`src/hdl/ext_exec_pkg.sv`:
```
// Overview of operation
// - Add six-bit literal to selected pointer, no flags
// - Select field three means add-and-return
// - Add-and-return adds literal to frame pointer
// - Add-and-return then loads counter from stack
// - Add-and-return second cycle does nothing
// - Recognise call through accumulator opcode
// - Call pushes counter plus two first
// - Call loads counter low from accumulator
// - Call copies latches into counter high, upper
// - Call second cycle idles during target fetch
// - Call leaves accumulator, status, bank untouched
// - Move source is frame pointer plus offset
// - Move destination is second word literal
// - Indirect source address reads as zero
package ext_exec_pkg;

  localparam int          PC_W          = 21;
  localparam int          ADDR_W        = 12;
  localparam int          PTR_NUM       = 3;
  localparam int          LIT_W         = 6;
  localparam int          OFF_W         = 7;

  localparam logic [7:0]  OPC_ADD_PTR   = 8'hE8;
  localparam logic [7:0]  OPC_MOVE_IDX  = 8'hEB;
  localparam logic [15:0] OPC_CALL_ACC  = 16'h0014;
  localparam logic [3:0]  WORD2_PREFIX  = 4'hF;
  localparam logic [1:0]  SEL_RETURN    = 2'h3;
  localparam logic [1:0]  SEL_FRAME     = 2'h2;
  localparam logic [PC_W-1:0] RET_STEP  = 21'h000002;

  localparam logic [1:0]  PH_Q1         = 2'h0;
  localparam logic [1:0]  PH_Q2         = 2'h1;
  localparam logic [1:0]  PH_Q3         = 2'h2;
  localparam logic [1:0]  PH_Q4         = 2'h3;

  // Indirect access register addresses
  localparam logic [ADDR_W-1:0] INDIR_ADDR0 = 12'hFF0;
  localparam logic [ADDR_W-1:0] INDIR_ADDR1 = 12'hFF1;
  localparam logic [ADDR_W-1:0] INDIR_ADDR2 = 12'hFF2;

  localparam logic [ADDR_W-1:0] PTR_RST     = 12'h000;
  localparam logic [7:0]        ZERO_BYTE   = 8'h00;

  typedef enum logic [1:0] {S_FETCH, S_NOP, S_MOVE2} exec_state_t;

  typedef struct packed {
    logic             add_ptr;
    logic             add_ret;
    logic             call_acc;
    logic             move_idx;
    logic [1:0]       ptr_sel;
    logic [LIT_W-1:0] lit;
    logic [OFF_W-1:0] offset;
  } decode_t;

  typedef struct packed {
    logic              valid;
    logic [ADDR_W-1:0] addr;
    logic [7:0]        data;
  } mem_req_t;

  typedef struct packed {
    logic            valid;
    logic [PC_W-1:0] value;
  } pc_req_t;

endpackage : ext_exec_pkg

```
`src/hdl/ext_exec.sv`:
```
`timescale 1ns/1ps
module ext_exec (
  input  wire logic                      core_clk_in,
  input  wire logic                      rst_b_in,
  input  wire logic                      extended_set_enable_in,
  input  wire logic                      instr_valid_in,
  input  wire logic [15:0]               instr_word_in,
  input  wire logic [ext_exec_pkg::PC_W-1:0] pc_in,
  input  wire logic [7:0]                accumulator_byte_in,
  input  wire logic [7:0]                counter_latch_high_in,
  input  wire logic [4:0]                counter_latch_upper_in,
  input  wire logic [ext_exec_pkg::PC_W-1:0] return_stack_top_in,
  input  wire logic [7:0]                mem_rdata_in,
  input  wire logic                      ptr_wr_in,
  input  wire logic [1:0]                ptr_wr_sel_in,
  input  wire logic [ext_exec_pkg::ADDR_W-1:0] ptr_wr_data_in,
  output      logic [1:0]                phase_out,
  output      logic                      busy_out,
  output      ext_exec_pkg::pc_req_t     pc_load_out,
  output      ext_exec_pkg::pc_req_t     stack_push_out,
  output      ext_exec_pkg::mem_req_t    mem_rd_out,
  output      ext_exec_pkg::mem_req_t    mem_wr_out,
  output      logic [ext_exec_pkg::PTR_NUM-1:0][ext_exec_pkg::ADDR_W-1:0] file_select_pointer_out
);
  import ext_exec_pkg::*;

  // Pointer select and counter concatenation are fixed at these sizes
  if (PTR_NUM != 3 || PC_W != 21) begin : g_bad_size
    $error("ext_exec: pointer or counter width unsupported");
  end

  function automatic logic is_indirect(input logic [ADDR_W-1:0] addr);
    is_indirect = (addr == INDIR_ADDR0) || (addr == INDIR_ADDR1) || (addr == INDIR_ADDR2);
  endfunction : is_indirect

  ////////////////////////////////////////////////////////////////////////////////
  logic                          xen_meta_ff;
  logic                          xen_ff;
  logic [1:0]                    q_ff;
  exec_state_t                   state_ff;
  exec_state_t                   nxt_state;
  decode_t                       op_ff;
  decode_t                       dec_w;
  logic [ADDR_W-1:0]             ptr_ff [PTR_NUM];
  wire  [ADDR_W-1:0]             nxt_ptr [PTR_NUM];
  logic                          src_indir_ff;
  logic                          word2_ok_ff;
  logic [ADDR_W-1:0]             dest_ff;
  logic [7:0]                    data_ff;
  pc_req_t                       nxt_pc_load;
  pc_req_t                       nxt_push;
  mem_req_t                      nxt_rd;
  mem_req_t                      nxt_wr;

  ext_decode u_decode (
    .instr_word_in (instr_word_in),
    .dec_out       (dec_w)
  );

  // Configuration bit is a static pin level, still synchronised
  always_ff @(posedge core_clk_in or negedge rst_b_in) begin
    if (!rst_b_in) begin
      xen_meta_ff <= 1'b0;
      xen_ff      <= 1'b0;
    end else begin
      xen_meta_ff <= extended_set_enable_in;
      xen_ff      <= xen_meta_ff;
    end
  end

  ////////////////////////////////////////////////////////////////////////////////
  wire q1_w     = (q_ff == PH_Q1);
  wire q2_w     = (q_ff == PH_Q2);
  wire q3_w     = (q_ff == PH_Q3);
  wire q4_w     = (q_ff == PH_Q4);
  wire first_w  = (state_ff == S_FETCH);
  wire start_w  = q1_w && first_w && instr_valid_in && xen_ff;

  wire [1:0]        sel_w     = op_ff.add_ret ? SEL_FRAME : op_ff.ptr_sel;
  wire              do_add_w  = q4_w && first_w && (op_ff.add_ptr || op_ff.add_ret);
  wire [ADDR_W-1:0] ptr_sum_w = ptr_ff[sel_w] + {{(ADDR_W-LIT_W){1'b0}}, op_ff.lit};
  wire              ret_w     = q4_w && first_w && op_ff.add_ret;
  wire              push_w    = q3_w && first_w && op_ff.call_acc;
  wire              call_w    = q4_w && first_w && op_ff.call_acc;
  wire [PC_W-1:0]   ret_addr_w    = pc_in + RET_STEP;
  wire [PC_W-1:0]   call_target_w = {counter_latch_upper_in, counter_latch_high_in,
                                     accumulator_byte_in};
  wire [ADDR_W-1:0] src_addr_w = ptr_ff[SEL_FRAME]
                                 + {{(ADDR_W-OFF_W){1'b0}}, op_ff.offset};
  wire              src_indir_w = is_indirect(src_addr_w);
  wire              move_w      = q4_w && first_w && op_ff.move_idx;
  wire              word2_ok_w  = instr_valid_in && (instr_word_in[15:12] == WORD2_PREFIX);

  ////////////////////////////////////////////////////////////////////////////////
  always_comb begin
    nxt_state = state_ff;
    case (state_ff)
      S_FETCH: begin
        if (q4_w && (op_ff.add_ret || op_ff.call_acc)) begin
          nxt_state = S_NOP;
        end else if (move_w) begin
          nxt_state = S_MOVE2;
        end
      end
      S_NOP, S_MOVE2: begin
        if (q4_w) begin
          nxt_state = S_FETCH;
        end
      end
      default: nxt_state = S_FETCH;
    endcase
  end

  // Counter, stack and memory requests are driven; accumulator and flags have no path
  always_comb begin
    nxt_pc_load = '0;
    nxt_push    = '0;
    nxt_rd      = '0;
    nxt_wr      = '0;
    if (ret_w) begin
      nxt_pc_load = '{valid: 1'b1, value: return_stack_top_in};
    end else if (call_w) begin
      nxt_pc_load = '{valid: 1'b1, value: call_target_w};
    end
    if (push_w) begin
      nxt_push = '{valid: 1'b1, value: ret_addr_w};
    end
    // No read issued for an indirect source, so no side effects fire
    if (move_w && !src_indir_w) begin
      nxt_rd = '{valid: 1'b1, addr: src_addr_w, data: ZERO_BYTE};
    end
    if (q4_w && state_ff == S_MOVE2 && word2_ok_ff) begin
      nxt_wr = '{valid: 1'b1, addr: dest_ff, data: data_ff};
    end
  end

  always_ff @(posedge core_clk_in or negedge rst_b_in) begin
    if (!rst_b_in) begin
      q_ff           <= PH_Q1;
      state_ff       <= S_FETCH;
      phase_out      <= PH_Q1;
      busy_out       <= 1'b0;
      pc_load_out    <= '0;
      stack_push_out <= '0;
      mem_rd_out     <= '0;
      mem_wr_out     <= '0;
    end else begin
      q_ff           <= q_ff + 2'h1;
      state_ff       <= nxt_state;
      phase_out      <= q_ff + 2'h1;
      busy_out       <= (nxt_state != S_FETCH);
      pc_load_out    <= nxt_pc_load;
      stack_push_out <= nxt_push;
      mem_rd_out     <= nxt_rd;
      mem_wr_out     <= nxt_wr;
    end
  end

  always_ff @(posedge core_clk_in or negedge rst_b_in) begin
    if (!rst_b_in) begin
      op_ff        <= '0;
      src_indir_ff <= 1'b0;
      word2_ok_ff  <= 1'b0;
      dest_ff      <= PTR_RST;
      data_ff      <= ZERO_BYTE;
    end else begin
      if (q1_w && first_w) begin
        op_ff <= start_w ? dec_w : '0;
      end
      if (move_w) begin
        src_indir_ff <= src_indir_w;
      end
      if (q1_w && state_ff == S_MOVE2) begin
        word2_ok_ff <= word2_ok_w;
        dest_ff     <= instr_word_in[ADDR_W-1:0];
      end
      if (q2_w && state_ff == S_MOVE2) begin
        data_ff <= src_indir_ff ? ZERO_BYTE : mem_rdata_in;
      end
    end
  end

  ////////////////////////////////////////////////////////////////////////////////
  genvar gi;
  for (gi = 0; gi < PTR_NUM; gi++) begin : g_ptr
    // Own update wins over a core write in the same clock
    wire add_hit_w = do_add_w && (sel_w == 2'(gi));
    wire wr_hit_w  = ptr_wr_in && (ptr_wr_sel_in == 2'(gi));
    assign nxt_ptr[gi] = add_hit_w ? ptr_sum_w
                       : wr_hit_w  ? ptr_wr_data_in
                       : ptr_ff[gi];
  end

  // One process owns every pointer flop, so no element has two writers
  always_ff @(posedge core_clk_in or negedge rst_b_in) begin
    if (!rst_b_in) begin
      ptr_ff                  <= '{default: PTR_RST};
      file_select_pointer_out <= {PTR_NUM{PTR_RST}};
    end else begin
      ptr_ff <= nxt_ptr;
      for (int i = 0; i < PTR_NUM; i++) begin
        file_select_pointer_out[i] <= nxt_ptr[i];
      end
    end
  end

  ////////////////////////////////////////////////////////////////////////////////
  logic [1:0] sel_hold;
  assign sel_hold = sel_w;

  ptr_add_a: assert property (@(posedge core_clk_in) disable iff (!rst_b_in)
    do_add_w |=> file_select_pointer_out[$past(sel_hold)] == $past(ptr_sum_w))
    else $error("pointer add result wrong");

  add_single_a: assert property (@(posedge core_clk_in) disable iff (!rst_b_in)
    (do_add_w && op_ff.add_ptr) |=> !busy_out && !pc_load_out.valid)
    else $error("pointer add took more than one cycle");

  ret_frame_a: assert property (@(posedge core_clk_in) disable iff (!rst_b_in)
    ret_w |=> file_select_pointer_out[SEL_FRAME] == $past(file_select_pointer_out[SEL_FRAME])
      + {{(ADDR_W-LIT_W){1'b0}}, $past(op_ff.lit)})
    else $error("add-and-return touched wrong pointer");

  ret_load_a: assert property (@(posedge core_clk_in) disable iff (!rst_b_in)
    ret_w |=> pc_load_out.valid && pc_load_out.value == $past(return_stack_top_in))
    else $error("return did not load stack top");

  nop_quiet_a: assert property (@(posedge core_clk_in) disable iff (!rst_b_in)
    (state_ff == S_NOP && !q1_w) |-> !pc_load_out.valid && !stack_push_out.valid
      && !mem_rd_out.valid && !mem_wr_out.valid)
    else $error("activity during idle cycle");

  call_push_a: assert property (@(posedge core_clk_in) disable iff (!rst_b_in)
    push_w |=> stack_push_out.valid && stack_push_out.value == $past(ret_addr_w)
      ##1 pc_load_out.valid && pc_load_out.value == $past(call_target_w))
    else $error("call push or target wrong");

  call_busy_a: assert property (@(posedge core_clk_in) disable iff (!rst_b_in)
    call_w |=> busy_out [*4] ##1 !busy_out)
    else $error("call second cycle length wrong");

  move_zero_a: assert property (@(posedge core_clk_in) disable iff (!rst_b_in)
    (move_w && src_indir_w) |-> ##1 !mem_rd_out.valid ##4 (!mem_wr_out.valid
      || mem_wr_out.data == ZERO_BYTE))
    else $error("indirect source not read as zero");

  move_dest_a: assert property (@(posedge core_clk_in) disable iff (!rst_b_in)
    (q4_w && state_ff == S_MOVE2 && word2_ok_ff) |=> mem_wr_out.valid
      && mem_wr_out.addr == $past(dest_ff))
    else $error("move destination write missing");

endmodule : ext_exec

```
`src/hdl/ext_decode.sv`:
```
`timescale 1ns/1ps
module ext_decode (
  input  wire logic [15:0]           instr_word_in,
  output      ext_exec_pkg::decode_t dec_out
);
  import ext_exec_pkg::*;

  wire       add_group_w = (instr_word_in[15:8] == OPC_ADD_PTR);
  wire [1:0] sel_w       = instr_word_in[7:6];

  assign dec_out.add_ptr  = add_group_w && (sel_w != SEL_RETURN);
  assign dec_out.add_ret  = add_group_w && (sel_w == SEL_RETURN);
  assign dec_out.call_acc = (instr_word_in == OPC_CALL_ACC);
  assign dec_out.move_idx = (instr_word_in[15:8] == OPC_MOVE_IDX)
                            && !instr_word_in[OFF_W];
  assign dec_out.ptr_sel  = sel_w;
  assign dec_out.lit      = instr_word_in[LIT_W-1:0];
  assign dec_out.offset   = instr_word_in[OFF_W-1:0];

endmodule : ext_decode

```
`config.mk`:
```
export PLATFORM = sky130hd
export DESIGN_NAME = ext_exec
export DESIGN_NICKNAME = d
export VERILOG_FILES = /design/src/hdl/ext_exec_pkg.sv /design/src/hdl/ext_exec.sv /design/src/hdl/ext_decode.sv
export SDC_FILE = /design/constraint.sdc
export NUM_CORES = 1
export LEC_CHECK = 0
export ABC_AREA = 1
export BUFFER_PORTS_ARGS = -buffer_cell sky130_fd_sc_hd__buf_2
export CAP_MARGIN = 20
export CORE_UTILIZATION = 45
export CTS_BUF_LIST = sky130_fd_sc_hd__clkbuf_4
export CTS_CLUSTER_DIAMETER = 50
export DETAILED_ROUTE_END_ITERATION = 16
export HOLD_SLACK_MARGIN = 0.12
export PLACE_DENSITY = 0.7
export SYNTH_ARGS = -nofsm -noshare
export SYNTH_HDL_FRONTEND = slang
export SYNTH_HIERARCHICAL = 1
export SYNTH_SLANG_ARGS = --single-unit
export TNS_END_PERCENT = 50
```
`constraint.sdc`:
```
create_clock -name core_clk_in -period 3 [get_ports core_clk_in]
set_input_delay 0.6 -clock core_clk_in [delete_from_list [all_inputs] [get_ports core_clk_in]]
set_output_delay 0.6 -clock core_clk_in [all_outputs]
set_load 0.01 [all_outputs]
```
==> run metrics <==
fmax=0.366 GHz; number of diodes=0; Iter 0 DRT Violations=436; Area Overhead vs Synth=19.5%; Num CTS Buffers=17; H-tree levels=4; Worst Path Buf+Inv=2; die footprint=18700 µm²; Yosys cell types=51; drt pass-1 iters=8; status=complete, no violations; # port buffers=222; commonest non-fill, non-tap cells in the layout=221 x buf_2, 193 x nand2_1, 161 x dfrtp_1, 150 x inv_1, 109 x nand3_1; setup slack after layout=0.267 ns; register area share after synthesis=49.6%; drt wl/cell=15.4 µm; slew at the pin closest to its max-slew limit=0.893 ns; post-layout min period=2.73 ns; synth warn=6; final cell count without fillers=1440; RSZ-0062 raised after global routing=no; # DRC=0; worst-skew pair later-pin latency=0.58 ns; Cell Rows=48; worst-path cell chain=nor2_8, a21oi_1, a221oi_1, ha_1, inv_1, fa_1, o31ai_2, nand2_1, inv_2, nand4_1, nand3_1, nand3_1; DP Worst Slack=0.188 ns; FILL cells=1657; Sink Count=162; Setup-failing EPs final=0; cell mode on critical path=nand3_1; relative max-transition margin=40.3%; setup slack, reg-to-reg=0.27 ns; commonest non-fill, non-tap cell in the layout=buf_2; chip width=137 µm; asr flop ratio synth=100%; Max Clock Skew=0.0236 ns; peak supply drop=0.000218 V; Final nets=1331; slowest CP cell=dfrtp_2; Hold Path Class=in2reg; I/O pin count=231; CP peak stage delay=0.51 ns; vias per cell=5.15; Post-Syn Instances=983; GRT Overall Usage=24.6%; first-pass GRT wire length=34.9 mm; CTS Buffer Depth=2; register bit total from synthesis=162; CP delay by family, top=adder cells; largest net degree at the start of global routing=72; period utilization=91.1%; root cell of the clock tree=clkbuf_4; Routed Antenna Nets=0; Reg clk slew, reported paths=0.14 ns; average size of a mapped cell=8.32 µm²; max-slew violation count=0; top cells by area, synth=dfrtp_1 50%, nand2_1 8.9%, inv_1 6.9%, nand3_1 6.7%, nor2_1 4.4%; Post-synth top flop=dfrtp_1; Setup crit end kind=register; Fin. Hold Viols=0; antenna violations before repair=0; Post-synth EDFFs=0; Netlist Area Pre-Place=8170 µm²; DR vias=7411; HPWL after DPL=16.6 mm; CP startpoint kind=register; Core Footprint=17500 µm²; GR Overflow Total=0; CTS tree=built; critical path class=reg2reg; P per Cell Area=469 nW/µm²; GPL Wtd Cong=0.992; Initial Util=46.6%; Routed WL=22.2 mm; setup_tns=0 ns; Die H=137 µm; CP Data Required Time=3.46 ns; Leak=5.58 nW; max cap viols=0; Critical Path AT=3.20 ns; Yosys top cell area share=49.6%; CP Max Fanout=8; number of global-route vias before repair=6882; share of cells above drive strength 1=25.3%; placed insts=1405; post-synth top area cell=dfrtp_1
[routing by layer]
| metal | routed length, µm | GRT usage, % | part of all wire, % |
|---|---|---|---|
| met1 | 9540 | 32.4 | 43 |
| met2 | 10300 | 38.6 | 47 |
| met3 | 1780 | 6.52 | 8.0 |
| met4 | 550 | 9.65 | 2.5 |
| met5 | 0 | 0 | 0 |
[timing repair]
action                                  4_1_cts  5_1_grt
endpoints found under the hold margin        70        0
setup buffers                                 0        1
hold buffers                                  2        0
endpoints found under the setup margin        0       14
resized for setup                             0        2
[synth_stat cells (2+ instances only)]
cell type	count
a31oi_1	5
nand2_2	5
o211ai_1	3
nor3_1	14
buf_2	3
inv_6	2
ha_1	21
fa_1	2
buf_6	2
o221ai_1	7
dfrtp_1	162
nor2_2	6
o22ai_1	12
nor2_4	2
a21oi_1	30
o311ai_0	3
nand3b_1	2
nor3_2	3
inv_2	7
clkinv_1	3
clkbuf_1	13
nand2_1	193
a211oi_1	8
o21ai_0	51
nand2_4	2
nand4_1	8
nand3_1	109
xor2_1	5
nor2_8	2
xnor2_1	5
inv_1	150
buf_4	24
a221oi_1	2
o21a_1	3
buf_1	3
nor2_1	95
nand3_2	2
[power breakdown]
group          total [mW]  leakage, nW  internal (mW)  switching [mW]
clock                1.35        0.149          0.517           0.833
sequential           2.41         2.07           2.28           0.124
combinational       0.822         3.36          0.315           0.507
[layout make-up]
| type | count | area [µm²] | share of cell area [%] |
|---|---|---|---|
| well taps | 225 | 282 | 2.88 |
| multi-input cells | 621 | 3260 | 33.3 |
| repair buffers | 238 | 1270 | 13.0 |
| inverters | 162 | 618 | 6.33 |
| flip-flops and latches | 162 | 4060 | 41.5 |
| clock inverters | 14 | 155 | 1.59 |
| clock buffers | 18 | 135 | 1.38 |
[flip-flops by register name, indices dropped and copies added (netlist names)]
register        flops
op_ff              19
q_ff                2
xen_meta_ff         1
mem_wr_out         21
pc_load_out        22
xen_ff              1
busy_out            1
data_ff             8
dest_ff            12
src_indir_ff        1
stack_push_out     22
ptr_ff             36
state_ff            2
word2_ok_ff         1
mem_rd_out         13
[per-stage QoR]
step / utilization [%] / area [µm²] / total power, mW / hold WS (ns)
2_1_floorplan: - / 8200 / 2.89 / 0.304
3_3_place_gp: 53.9 / 9440 / 3.25 / 0.335
3_5_place_dp: 53.9 / 9440 / 3.26 / 0.350
4_1_cts: 55.6 / 9750 / 4.61 / 0.154
5_1_grt: 55.7 / 9770 / 4.82 / 0.154
6_report: 55.7 / 9770 / 4.58 / 0.198
[cell families (layout without fill, tap and decap cells)]
logic type      count (synthesis)  after routing  share of synthesized area [%]
flops                         162            162                           49.6
mux                             1              1                          0.122
other cells                     1              8                         0.0459
xor+xnor                       11             11                           1.27
buf+inv                       207            432                           11.0
fa+ha+maj                      23             23                           3.70
compound gates                131            131                           9.93
simple gates                  447            447                           24.4
[final timing paths]
check | startpoint | end | cells after the start
setup / recovery | op_ff[17]$_DFFE_PN0P_ | ptr_ff[10]$_DFFE_PN0P_ | 12
hold / removal | pc_in[1] | stack_push_out[1]$_DFF_PN0_ | 2
setup reg to reg | op_ff[17]$_DFFE_PN0P_ | ptr_ff[10]$_DFFE_PN0P_ | 12
hold reg to reg | xen_meta_ff$_DFF_PN0_ | xen_ff$_DFF_PN0_ | 0
max in group asynchronous | rst_b_in | pc_load_out[4]$_DFF_PN0_ | 3
min in group asynchronous | rst_b_in | mem_rd_out[17]$_DFF_PN0_ | 2
Power figures use the tool's default switching activity.
